File: src/core/adc_seq_pkg.sv
package adc_seq_pkg;

	////////////////////////////////////////////////////////////////////////////////
	// Register bus
	localparam int ADDR_W = 8;
	localparam int DATA_W = 8;

	localparam logic [7:0] PORT4_ANALOG_ADDR  = 8'hae;
	localparam logic [7:0] PORT12_ANALOG_ADDR = 8'haf;
	localparam logic [7:0] REF_CTRL_ADDR      = 8'hb0;
	localparam logic [7:0] CONV_CONTROL_ADDR  = 8'hb1;
	localparam logic [7:0] RESULT_HIGH_ADDR   = 8'hb2;
	localparam logic [7:0] CONV_MODE_ADDR     = 8'hb3;
	localparam logic [7:0] IRQ_CTRL_ADDR      = 8'hb4;

	////////////////////////////////////////////////////////////////////////////////
	// Field positions
	localparam int CC_POWER_BIT    = 7;
	localparam int CC_START_BIT    = 6;
	localparam int CC_DONE_BIT     = 5;
	localparam int CC_GATE_BIT     = 4;
	localparam int CC_CHAN_LSB     = 0;
	localparam int MODE_DIV_HI_BIT = 6;
	localparam int MODE_RES_BIT    = 5;
	localparam int MODE_DIV_LO_BIT = 4;
	localparam int REF_EXT_BIT     = 7;
	localparam int REF_LEVEL_LSB   = 0;
	localparam int IRQ_FLAG_BIT    = 0;
	localparam int IRQ_ENABLE_BIT  = 1;
	localparam int P1_PIN6_BIT     = 6;
	localparam int P1_PIN7_BIT     = 7;
	localparam int P2_PIN0_BIT     = 0;
	localparam int P2_PIN1_BIT     = 1;
	localparam int EXT_REF_PIN     = 0;

	////////////////////////////////////////////////////////////////////////////////
	// Reset values
	localparam logic [7:0]  PORT_ANALOG_RESET = 8'h00;
	localparam logic [3:0]  CHAN_RESET        = 4'h0;
	localparam logic [1:0]  DIV_RESET         = 2'h0;
	localparam logic [1:0]  REF_LEVEL_RESET   = 2'h0;
	localparam logic [11:0] RESULT_RESET      = 12'h000;

	////////////////////////////////////////////////////////////////////////////////
	// Clock divider codes and terminal counts
	localparam logic [1:0] DIV_BY_16 = 2'b00;
	localparam logic [1:0] DIV_BY_8  = 2'b01;
	localparam logic [1:0] DIV_BY_1  = 2'b10;
	localparam logic [1:0] DIV_BY_2  = 2'b11;
	localparam logic [3:0] DIV16_LAST = 4'(16 - 1);
	localparam logic [3:0] DIV8_LAST  = 4'(8 - 1);
	localparam logic [3:0] DIV1_LAST  = 4'(1 - 1);
	localparam logic [3:0] DIV2_LAST  = 4'(2 - 1);

	////////////////////////////////////////////////////////////////////////////////
	// Conversion length in ADC clock cycles
	localparam int CONV_PERIODS_8BIT     = 12;
	localparam int CONV_PERIODS_12BIT    = 16;
	localparam int ADC_CLOCKS_PER_PERIOD = 4;
	localparam logic [6:0] LAST_CYCLE_8BIT  = 7'(CONV_PERIODS_8BIT * ADC_CLOCKS_PER_PERIOD - 1);
	localparam logic [6:0] LAST_CYCLE_12BIT = 7'(CONV_PERIODS_12BIT * ADC_CLOCKS_PER_PERIOD - 1);

	localparam int NUM_CHANNELS = 12;

	typedef enum logic {
		CONV_IDLE,
		CONV_RUN
	} conv_state_e;

	function automatic logic reg_hit(
		input logic [7:0] addr,
		input logic [7:0] target,
		input logic       strobe
	);
		reg_hit = strobe && (addr == target);
	endfunction : reg_hit

endpackage : adc_seq_pkg

File: src/core/conv_link_if.sv
`timescale 1ns/1ps
`default_nettype none

interface conv_link_if;
	logic [1:0]  divider_select;
	logic        run;
	logic        restart;
	logic        tick;
	logic [3:0]  channel_select;
	logic        channel_gate;
	logic [11:0] connect;

	modport ctrl    (output divider_select, output run, output restart, input tick,
	                 output channel_select, output channel_gate, input connect);
	modport divider (input divider_select, input run, input restart, output tick);
	modport mux     (input channel_select, input channel_gate, output connect);
endinterface : conv_link_if

`default_nettype wire

File: src/core/adc_clock_divider.sv
`timescale 1ns/1ps
`default_nettype none

module adc_clock_divider
	import adc_seq_pkg::*;
(
	input  wire logic clock,
	input  wire logic srst,
	conv_link_if.divider link
);

	logic [3:0] count;
	logic [3:0] next_count;
	logic       tick;
	logic       next_tick;

	function automatic logic [3:0] last_count(input logic [1:0] code);
		unique case (code)
			DIV_BY_16: last_count = DIV16_LAST;
			DIV_BY_8:  last_count = DIV8_LAST;
			DIV_BY_1:  last_count = DIV1_LAST;
			DIV_BY_2:  last_count = DIV2_LAST;
		endcase
	endfunction : last_count

	// One tick per ADC clock period, phase restarted at every start
	always_comb begin
		next_count = count + 4'h1;
		next_tick  = 1'b0;
		if (link.restart || !link.run) begin
			next_count = 4'h0;
		end else if (count >= last_count(link.divider_select)) begin
			next_count = 4'h0;
			next_tick  = 1'b1;
		end
	end

	always_ff @(posedge clock) begin
		if (srst) begin
			count <= 4'h0;
			tick  <= 1'b0;
		end else begin
			count <= next_count;
			tick  <= next_tick;
		end
	end

	assign link.tick = tick;

endmodule : adc_clock_divider

`default_nettype wire

File: src/core/channel_mux.sv
`timescale 1ns/1ps
`default_nettype none

module channel_mux
	import adc_seq_pkg::*;
(
	input  wire logic clock,
	input  wire logic srst,
	conv_link_if.mux  link
);

	logic [NUM_CHANNELS-1:0] connect;
	logic [NUM_CHANNELS-1:0] next_connect;

	// Reserved codes connect nothing, so at most one input is ever joined
	for (genvar i = 0; i < NUM_CHANNELS; i++) begin : g_chan
		always_comb begin
			next_connect[i] = link.channel_gate && (link.channel_select == 4'(i));
		end
	end

	always_ff @(posedge clock) begin
		if (srst) begin
			connect <= '0;
		end else begin
			connect <= next_connect;
		end
	end

	assign link.connect = connect;

endmodule : channel_mux

`default_nettype wire

File: src/core/adc_sequencer_pin_config.sv
// Notes on behaviour
// - 8-bit conversion lasts 48 ADC clock cycles from start to done.
// - Divider code 01 gives clock/8, 10 gives clock/1, 11 gives clock/2.
// - Channel select value picks the analog input with that index.
// - At most one analog input is connected at any time.
// - Selected input connects only while the channel gate is one.
// - External reference enable makes port 4 pin 0 the high reference.
// - Port 4 analog-only bits cut digital use of matching port 4 pins.
// - Bits 7,6 serve port 1 pins 7,6; bits 1,0 serve port 2 pins 1,0.
// - A set analog-only bit isolates the pin's digital input path.
// - Start bit clears by itself when a conversion finishes.
// - Done bit sets when a conversion finishes and clears whenever start is written one, except by a power-zero write in the finishing cycle.
// - Each finished conversion sets the interrupt request flag.
// - Divider code 00 gives clock/16.
// - 12-bit conversion lasts 64 ADC clock cycles.
// - Resolution bit zero selects 8-bit, one selects 12-bit.
// - Result bits 11:4 in high byte, bits 3:0 in mode register low nibble.
//
// The address-and-strobe port was chosen for this implementation.
`timescale 1ns/1ps
`default_nettype none

module adc_sequencer_pin_config
	import adc_seq_pkg::*;
(
	input  wire logic        clock,
	input  wire logic        srst,
	input  wire logic [7:0]  reg_addr,
	input  wire logic [7:0]  reg_wdata,
	input  wire logic        reg_write,
	input  wire logic        reg_read,
	output var  logic [7:0]  reg_rdata,
	input  wire logic [11:0] converter_result,
	output var  logic        converter_power_enable,
	output var  logic        conv_busy,
	output var  logic        conv_clock_tick,
	output var  logic [11:0] analog_input_connect,
	output var  logic        reference_select,
	output var  logic [1:0]  reference_level,
	output var  logic [7:0]  port4_digital_disable,
	output var  logic [1:0]  port1_digital_disable,
	output var  logic [1:0]  port2_digital_disable,
	output var  logic        conv_irq_flag,
	output var  logic        conv_irq_request
);

	////////////////////////////////////////////////////////////////////////////////
	// Submodules

	conv_link_if link ();

	adc_clock_divider u_divider (
		.clock (clock),
		.srst  (srst),
		.link  (link)
	);

	channel_mux u_mux (
		.clock (clock),
		.srst  (srst),
		.link  (link)
	);

	////////////////////////////////////////////////////////////////////////////////
	// State

	conv_state_e state;
	conv_state_e next_state;
	logic [6:0]  conv_count;
	logic [6:0]  next_conv_count;
	logic        done;
	logic        next_done;
	logic        power;
	logic        next_power;
	logic        gate;
	logic        next_gate;
	logic [3:0]  chan;
	logic [3:0]  next_chan;
	logic [1:0]  div_sel;
	logic [1:0]  next_div_sel;
	logic        resolution_select;
	logic        next_resolution_select;
	logic [11:0] result;
	logic [11:0] next_result;
	logic        ext_ref;
	logic        next_ext_ref;
	logic [1:0]  ref_level;
	logic [1:0]  next_ref_level;
	logic        irq_enable;
	logic        next_irq_enable;
	logic        irq_flag;
	logic        next_irq_flag;
	logic        irq_request;
	logic        next_irq_request;
	logic [7:0]  port4_bits;
	logic [7:0]  next_port4_bits;
	logic [7:0]  port12_bits;
	logic [7:0]  next_port12_bits;
	logic [7:0]  rdata;
	logic [7:0]  next_rdata;
	logic        clock_tick;
	logic        next_clock_tick;
	logic        busy;
	logic        next_busy;
	logic [7:0]  port4_disable;
	logic [7:0]  next_port4_disable;

	logic        ctrl_write;
	logic        start_req;
	logic        finish;
	logic [6:0]  last_cycle;

	////////////////////////////////////////////////////////////////////////////////
	// Conversion sequencing

	assign ctrl_write = reg_hit(reg_addr, CONV_CONTROL_ADDR, reg_write);
	// Start needs the power bit set in the same write; power already on is not enough
	assign start_req  = ctrl_write && reg_wdata[CC_START_BIT] && reg_wdata[CC_POWER_BIT];
	assign last_cycle = resolution_select ? LAST_CYCLE_12BIT : LAST_CYCLE_8BIT;
	assign finish     = (state == CONV_RUN) && link.tick && !start_req
	                    && (conv_count == last_cycle);

	assign link.divider_select = div_sel;
	assign link.run            = (state == CONV_RUN);
	assign link.restart        = start_req;
	assign link.channel_select = chan;
	assign link.channel_gate   = gate;

	always_comb begin
		next_state      = state;
		next_conv_count = conv_count;
		next_done       = done;
		next_result     = result;
		if (state == CONV_RUN && link.tick) begin
			next_conv_count = conv_count + 7'h01;
		end
		if (finish) begin
			next_state      = CONV_IDLE;
			next_conv_count = 7'h00;
			next_result     = converter_result;
		end
		if (ctrl_write) begin
			if (!reg_wdata[CC_START_BIT] || !reg_wdata[CC_POWER_BIT]) begin
				next_state      = CONV_IDLE;
				next_conv_count = 7'h00;
			end
			if (reg_wdata[CC_START_BIT]) begin
				next_done = 1'b0;
			end else if (!reg_wdata[CC_DONE_BIT]) begin
				next_done = 1'b0;
			end
		end
		if (start_req) begin
			next_state      = CONV_RUN;
			next_conv_count = 7'h00;
		end
		if (finish) begin
			next_done = 1'b1;
		end
		next_busy = (next_state == CONV_RUN);
	end

	always_ff @(posedge clock) begin
		if (srst) begin
			state      <= CONV_IDLE;
			conv_count <= 7'h00;
			done       <= 1'b0;
			result     <= RESULT_RESET;
			busy       <= 1'b0;
		end else begin
			state      <= next_state;
			conv_count <= next_conv_count;
			done       <= next_done;
			result     <= next_result;
			busy       <= next_busy;
		end
	end

	////////////////////////////////////////////////////////////////////////////////
	// Configuration registers

	always_comb begin
		next_power             = power;
		next_gate              = gate;
		next_chan              = chan;
		next_div_sel           = div_sel;
		next_resolution_select = resolution_select;
		next_ext_ref           = ext_ref;
		next_ref_level         = ref_level;
		next_irq_enable        = irq_enable;
		next_port4_bits        = port4_bits;
		next_port12_bits       = port12_bits;
		if (ctrl_write) begin
			next_power = reg_wdata[CC_POWER_BIT];
			next_gate  = reg_wdata[CC_GATE_BIT];
			next_chan  = reg_wdata[CC_CHAN_LSB +: 4];
		end
		if (reg_hit(reg_addr, CONV_MODE_ADDR, reg_write)) begin
			next_div_sel           = {reg_wdata[MODE_DIV_HI_BIT], reg_wdata[MODE_DIV_LO_BIT]};
			next_resolution_select = reg_wdata[MODE_RES_BIT];
		end
		if (reg_hit(reg_addr, REF_CTRL_ADDR, reg_write)) begin
			next_ext_ref   = reg_wdata[REF_EXT_BIT];
			next_ref_level = reg_wdata[REF_LEVEL_LSB +: 2];
		end
		if (reg_hit(reg_addr, IRQ_CTRL_ADDR, reg_write)) begin
			next_irq_enable = reg_wdata[IRQ_ENABLE_BIT];
		end
		if (reg_hit(reg_addr, PORT4_ANALOG_ADDR, reg_write)) begin
			next_port4_bits = reg_wdata;
		end
		if (reg_hit(reg_addr, PORT12_ANALOG_ADDR, reg_write)) begin
			next_port12_bits = reg_wdata;
		end
		// Pin 0 is also cut from digital use while it carries the reference
		next_port4_disable = {next_port4_bits[7:1],
		                      next_port4_bits[EXT_REF_PIN] | next_ext_ref};
	end

	always_ff @(posedge clock) begin
		if (srst) begin
			power             <= 1'b0;
			gate              <= 1'b0;
			chan              <= CHAN_RESET;
			div_sel           <= DIV_RESET;
			resolution_select <= 1'b0;
			ext_ref           <= 1'b0;
			ref_level         <= REF_LEVEL_RESET;
			irq_enable        <= 1'b0;
			port4_bits        <= PORT_ANALOG_RESET;
			port12_bits       <= PORT_ANALOG_RESET;
			port4_disable     <= PORT_ANALOG_RESET;
		end else begin
			power             <= next_power;
			gate              <= next_gate;
			chan              <= next_chan;
			div_sel           <= next_div_sel;
			resolution_select <= next_resolution_select;
			ext_ref           <= next_ext_ref;
			ref_level         <= next_ref_level;
			irq_enable        <= next_irq_enable;
			port4_bits        <= next_port4_bits;
			port12_bits       <= next_port12_bits;
			port4_disable     <= next_port4_disable;
		end
	end

	////////////////////////////////////////////////////////////////////////////////
	// Interrupt flag, read port, registered outputs

	always_comb begin
		next_irq_flag = irq_flag;
		if (reg_hit(reg_addr, IRQ_CTRL_ADDR, reg_write)) begin
			next_irq_flag = reg_wdata[IRQ_FLAG_BIT];
		end
		// A finishing conversion wins over a clear in the same cycle
		if (finish) begin
			next_irq_flag = 1'b1;
		end
		next_irq_request = next_irq_flag && next_irq_enable;
		next_clock_tick  = link.tick;
	end

	always_comb begin
		next_rdata = 8'h00;
		if (reg_read) begin
			unique case (reg_addr)
				CONV_CONTROL_ADDR: begin
					next_rdata = {power, (state == CONV_RUN), done, gate, chan};
				end
				RESULT_HIGH_ADDR: begin
					next_rdata = result[11:4];
				end
				CONV_MODE_ADDR: begin
					next_rdata = {1'b0, div_sel[1], resolution_select, div_sel[0],
					              result[3:0]};
				end
				REF_CTRL_ADDR: begin
					next_rdata = {ext_ref, 5'h00, ref_level};
				end
				IRQ_CTRL_ADDR: begin
					next_rdata = {6'h00, irq_enable, irq_flag};
				end
				default: begin
					next_rdata = 8'h00;
				end
			endcase
		end
	end

	always_ff @(posedge clock) begin
		if (srst) begin
			irq_flag    <= 1'b0;
			irq_request <= 1'b0;
			rdata       <= 8'h00;
			clock_tick  <= 1'b0;
		end else begin
			irq_flag    <= next_irq_flag;
			irq_request <= next_irq_request;
			rdata       <= next_rdata;
			clock_tick  <= next_clock_tick;
		end
	end

	assign reg_rdata              = rdata;
	assign converter_power_enable = power;
	assign conv_busy              = busy;
	assign conv_clock_tick        = clock_tick;
	assign analog_input_connect   = link.connect;
	assign reference_select       = ext_ref;
	assign reference_level        = ref_level;
	assign port4_digital_disable  = port4_disable;
	assign port1_digital_disable  = {port12_bits[P1_PIN7_BIT], port12_bits[P1_PIN6_BIT]};
	assign port2_digital_disable  = {port12_bits[P2_PIN1_BIT], port12_bits[P2_PIN0_BIT]};
	assign conv_irq_flag          = irq_flag;
	assign conv_irq_request       = irq_request;

endmodule : adc_sequencer_pin_config

`default_nettype wire

File: config.mk
export PLATFORM = sky130hd
export DESIGN_NAME = adc_sequencer_pin_config
export DESIGN_NICKNAME = d
export VERILOG_FILES = /design/src/core/adc_seq_pkg.sv /design/src/core/conv_link_if.sv /design/src/core/adc_clock_divider.sv /design/src/core/channel_mux.sv /design/src/core/adc_sequencer_pin_config.sv
export SDC_FILE = /design/constraint.sdc
export NUM_CORES = 1
export LEC_CHECK = 0
export BUFFER_PORTS_ARGS = -buffer_cell sky130_fd_sc_hd__buf_2
export CORE_MARGIN = 2
export CORE_UTILIZATION = 50
export CTS_CLUSTER_SIZE = 40
export DETAILED_ROUTE_END_ITERATION = 8
export GPL_ROUTABILITY_DRIVEN = 0
export PLACE_DENSITY = 0.86
export SETUP_SLACK_MARGIN = 0.05
export SYNTH_ARGS = -nofsm -noshare
export SYNTH_HDL_FRONTEND = slang
export SYNTH_SLANG_ARGS = --single-unit
File: constraint.sdc
create_clock -name clock -period 3.55 [get_ports clock]
set_clock_uncertainty 0.1 [all_clocks]
set_input_delay 0.355 -clock clock [delete_from_list [all_inputs] [get_ports clock]]
set_output_delay 0.355 -clock clock [all_outputs]
set_load 0.02 [all_outputs]
Yosys cells after proc, flatten, opt, wreduce, memory -nomap -nowiden --
Index checks and enable logic that the tools add are counted.
Storage, ports and cells: flip-flop bits (word level) 86, input port bits 32, logic and storage cells 110, output and inout port bits 40
Operators by class: multiplexer cells 22, reduce and logical (&&, ||, !) cells 38, eq/ne operators 23, bitwise logic cells 2, add/sub/neg operators 2, $lt $le $gt $ge 1
Operators with widths (count):
- $eq A8 B8 Y1 const B | 7
- $pmux W8 S5 | 1
- $mux W7 | 4
- $logic_and A1 B1 Y1 | 24
- $eq A4 B3 Y1 const B | 4
- $eq A4 B4 Y1 const B | 4
- $pmux W4 S4 | 1
- $mux W1 | 13
- $eq A4 B2 Y1 const B | 2
- $mux W8 | 1
- $add A7 B1 Y7 const B | 1
- $eq A7 B6 Y1 | 1
- $reduce_or A2 Y1 | 3
- $mux W5 | 1
- $add A4 B1 Y4 const B | 1
- $eq A2 B2 Y1 const B | 2
- $eq A4 B1 Y1 const B | 1
- $ge A4 B4 Y1 | 1
- $logic_not A1 Y1 | 4
- $logic_not A4 Y1 | 1
- $mux W4 | 1
- $ne A3 B1 Y1 const B | 1
- $reduce_or A3 Y1 | 1
- $eq A2 B1 Y1 const B | 1
- other kinds (6) | 7

Longest topological paths before layout --
word-level depth 11, gate-level depth with buffers 6, gate-level depth less buffers 6

By module --
Synthesis repeated with hierarchy kept, for this count alone.
Second synthesis, totals: cells, all modules 313, area total of the unflattened synthesis 3156.8 um^2
By module, submodules not included:
- adc_sequencer_pin_config | seq. area each 1161.1 um^2, cells each 254, area an instance 2522.4 um^2, times used 1
- channel_mux | seq. area each 240.2 um^2, cells each 30, area an instance 346.6 um^2, times used 1
- adc_clock_divider | seq. area each 100.1 um^2, cells each 29, area an instance 287.8 um^2, times used 1

Worst setup path before layout --
Ideal clock, no wire load.
path type register to register, start register div_sel[1], end register u_divider.count[0], stages on the path, launching flop included 7, setup slack 1.829 ns, library setup time 0.115 ns, path buffers 0, data arrival time 1.506 ns, cell sequence dfxtp_1 nand2b_1 ha_1 nand2b_1 a21o_1 a21o_1 a2111oi_0
On the way: word-level cells in the longest chain between the ends 5, elaborated cells on any way between the ends 8, those cells by class 1 x order compare; 3 x eq/ne; 2 x mux; 2 x reduce/logical
Ends and longest elaborated chain:
- start, declared | line adc_sequencer_pin_config.sv:79 | logic [1:0] div_sel;
- start signal, assigned | line adc_sequencer_pin_config.sv:237 | div_sel <= next_div_sel;
- $eq A2 B2 Y1 (tied with other cells) | line adc_clock_divider.sv:18 | unique case (code)
- $pmux W4 S4 (*) | line adc_clock_divider.sv:18
- $mux W4 (*) | line adc_clock_divider.sv:30 | if (link.restart || !link.run) begin
- $ge A4 B4 Y1 (*) | line adc_clock_divider.sv:32 | end else if (count >= last_count(link.divider_select)) begin
- $reduce_or A3 Y1 (no line) (*)
- end signal, assigned | line adc_clock_divider.sv:43 | count <= next_count;
- end, declared | line adc_clock_divider.sv:12 | logic [3:0] count;
Mark *: on every way between the ends. The rest lies on a longest branch, timed or not. The select of a mux whose other input is x is not followed. A chain may end at the register's enable or synchronous reset.

Worst setup path in the final report --
Same ends and word-level chain as after synthesis.

==> impl_metrics.py <==
metrics = {
    "run_status": {
        "status": "completed",
    },
    "min_path": {
        "hold_path.startpoint": "reg_wdata[3]",
        "hold_end": "chan[3]$_SDFFE_PP0N_",
        "hold_depth": 3,
        "hold_class": "input pin to register",
    },
    "pwr": {
        "powerDensity_nw_per_um2": 422,
        "leakage_nw": 1.63,
        "ir_worst_vdd_v": 0.000313,
        "sw_frac_of_total_pct": 22.1,
        "clkPwrFrac_pct": 41.8,
        "combPwrFrac_pct": 4.0,
        "p_int_mw": 1.21,
        "power_frac_seq_pct": 54.1,
        "power.switching_mw": 0.343,
    },
    "timing": {
        "setup-violations-final": 0,
        "finalHoldViolCount": 0,
        "fmax_mhz": 484,
        "final-max-slew-violation-count": 0,
        "tightest_slew_ps": 911,
        "setup_tns_ps": 0,
        "finalCritPeriodShare_pct": 58.2,
        "hold_ws_ps": 168,
        "rsz0062_at_grt": "no",
        "fin_crit_ps": 2070,
        "maxSlewHeadroom_pct": 39.2,
    },
    "die": {
        "rows": 28,
        "die_area_sq_um": 6970,
        "die_height_microns": 83.5,
        "core_region_area_sq_um": 6030,
        "io_pins": 72,
        "die_w_microns": 83.5,
        "initial_core_util_pct": 52.5,
    },
    "placed_design": {
        "dp_hpwl_mm": 4.71,
        "dp.cells": 439,
        "io_buffers": 71,
    },
    "worst_setup_path": {
        "crit_type": "register to register",
        "crit_fanout": 6,
        "worstSetupEndpointType": "register",
        "r2r_cells": 6,
        "cp-start-kind": "register",
        "crit_arrival_ps": 2170,
        "required_ps": 3650,
        "rrSetupSlack_ps": 1480,
        "r2r_start": "div_sel[1]$_SDFFE_PP0P_",
        "rr_endpoint": "u_divider.count[0]$_SDFF_PP0_",
    },
    "clock_network": {
        "cts_tree": "done",
        "numClockSinks": 75,
        "post-cts-setup-buffers": 0,
        "cts_buffers": 9,
        "clk_pin_slew_ps": 80,
        "ctsResizeCount": 0,
        "clock-root-buffer": "clkbuf_8",
        "htree_num_levels": 3,
        "insertion_delay_ps": 340,
        "clock_path_buffers": 2,
        "hold_buffers": 0,
    },
    "global_routing": {
        "grt_pass1_vias": 2332,
        "antenna_found_initial": 0,
        "grtUsageTotal_pct": 19.6,
        "grt_pass1_wl_mm": 10.9,
        "grt_max_degree": 63,
        "grt_overflow": 0,
    },
    "route": {
        "wl_per_cell_microns": 14.5,
        "dr.pass1.iters": 4,
        "drt-initial-drc-count": 84,
        "vias": 2388,
        "postRouteAntennaNets": 0,
        "drt_wl_total_mm": 6.59,
        "drc": 0,
        "viasPerCell": 5.25,
    },
    "logic_synthesis": {
        "synth.top_cell.area_share_pct": 47.5,
        "avgSynthCellArea_sq_um": 10.1,
        "synthFlopType": "dfxtp_1",
        "synth_edf_count": 0,
        "syn-num-nets": 351,
        "yosysTopAreaCell": "dfxtp_1",
        "synth_area_leaders": "dfxtp_1, mux2i_1, nor2_1",
        "synthCells": 313,
        "ys_types": 44,
        "ys_seq_area_share_pct": 47.5,
        "synthesis.area_sq_um": 3160,
        "async_reset_ff_share_pct": 0,
        "ys_ff_latch": 75,
        "yosysWarningCount": 0,
    },
    "finish": {
        "n_antenna_cell": 0,
        "drive_above_1_share_pct": 26.3,
        "area_growth_syn_to_layout_pct": 16.5,
        "instances_no_fill": 455,
        "final_cell_mix": "dfxtp_1, buf_2, nor2_1",
        "final_common_cell": "dfxtp_1",
        "nNetsFinal": 413,
    },
    "run": {
        "drv_cap": 0,
    },
}
==> cell usage after synthesis (3+ instances only) <==
| library cell | number |
|---|---|
| dfxtp_1 | 75 |
| nor2_1 | 53 |
| mux2i_1 | 39 |
| nand2b_1 | 29 |
| nand3_1 | 10 |
| buf_4 | 9 |
| nand2_1 | 9 |
| a21oi_1 | 7 |
| clkbuf_1 | 7 |
| ha_1 | 6 |
| a22oi_1 | 5 |
| mux2_2 | 5 |
| xnor2_1 | 5 |
| nor2b_1 | 4 |
| nor3_1 | 4 |
| xor2_1 | 4 |
| a2111oi_0 | 3 |
| buf_2 | 3 |
| nand3b_1 | 3 |
==> metal layers <==
| metal | global-route usage, % | up-vias | share of wire (%) |
|---|---|---|---|
| met5 | 0 | - | 0 |
| met4 | 7.33 | 0 | 2.0 |
| met3 | 7.12 | 12 | 6.8 |
| met2 | 30.3 | 86 | 45 |
| met1 | 25.1 | 1097 | 46 |
| li1 | - | 1193 | - |
==> worst max path at each step <==
stage	slack, ps	endpoint	from	depth (start not counted)
after global placement	1620	port4_digital_disable[0]$_SDFF_PP0_	reg_addr[6]	5
after floorplan	1830	u_divider.count[0]$_SDFF_PP0_	div_sel[1]$_SDFFE_PP0P_	6
after global routing	1360	u_divider.count[2]$_SDFF_PP0_	div_sel[1]$_SDFFE_PP0P_	6
after detailed placement	1550	u_divider.count[2]$_SDFF_PP0_	div_sel[1]$_SDFFE_PP0P_	6
after CTS	1490	u_divider.count[0]$_SDFF_PP0_	div_sel[1]$_SDFFE_PP0P_	6
final	1480	u_divider.count[0]$_SDFF_PP0_	div_sel[1]$_SDFFE_PP0P_	6
==> critical path, cell delays in order (launching register included) <==
cell and delay (ps):
dfxtp_1 470, nand2b_1 90, ha_1 270, nand2b_1 140, a21o_1 190, a21o_1 210, a2111oi_0 460
==> cells by family (layout without fill, tap and decap cells) <==
family | count (synthesis) | in the layout | synth area share [%]
and+or+nand+nor | 134 | 134 | 23.3
DFF | 75 | 75 | 47.5
muxes | 46 | 46 | 15.6
AOI/OAI and AO/OA | 22 | 22 | 4.75
buffers and inverters | 21 | 88 | 4.04
xor gates and xnor gates | 9 | 9 | 2.49
adders and majority gates | 6 | 6 | 2.38
==> registers in the layout, indices dropped and copies added (netlist names), 2 cells and up <==
name                cells
chan                    4
reference_level         2
conv_count              7
result                 12
div_sel                 2
port12_bits             4
port4_bits              8
u_divider.count         4
reg_rdata               8
u_mux.link.connect     12
==> final cells by class <==
| type | count | area, sq um |
|---|---|---|
| clock buffer | 12 | 145 |
| clock inverter | 4 | 50.0 |
| fill | 512 | 2340 |
| inverter | 1 | 3.75 |
| multi-input combinational | 217 | 1530 |
| sequential | 75 | 1500 |
| tap | 75 | 93.8 |
| timing repair buffer | 71 | 355 |
==> power groups by stage <==
| stage | Combinational [mW] | Sequential (mW) | Clock [mW] |
|---|---|---|---|
| after CTS | 0.0626 | 0.841 | 0.663 |
| final | 0.0630 | 0.841 | 0.651 |
| after detailed placement | 0.0622 | 0.861 | 0 |
| after global placement | 0.0618 | 0.861 | 0 |
| after floorplan | 0.0333 | 0.861 | 0 |
| after global routing | 0.0690 | 0.841 | 0.699 |
==> per-stage QoR <==
| stage | power (mW) | setup WS, ps | utilization [%] | cell area (sq um) |
|---|---|---|---|---|
| 3_3_place_gp | 0.923 | 1620 | 57.8 | 3490 |
| 3_5_place_dp | 0.923 | 1550 | 57.8 | 3490 |
| 5_1_grt | 1.61 | 1360 | 61.1 | 3680 |
| 4_1_cts | 1.57 | 1490 | 61.1 | 3680 |
| 6_report | 1.55 | 1480 | 61.1 | 3680 |
| 2_1_floorplan | 0.894 | 1830 | - | 3160 |
Note: power is estimated with default switching activity, not from simulation.
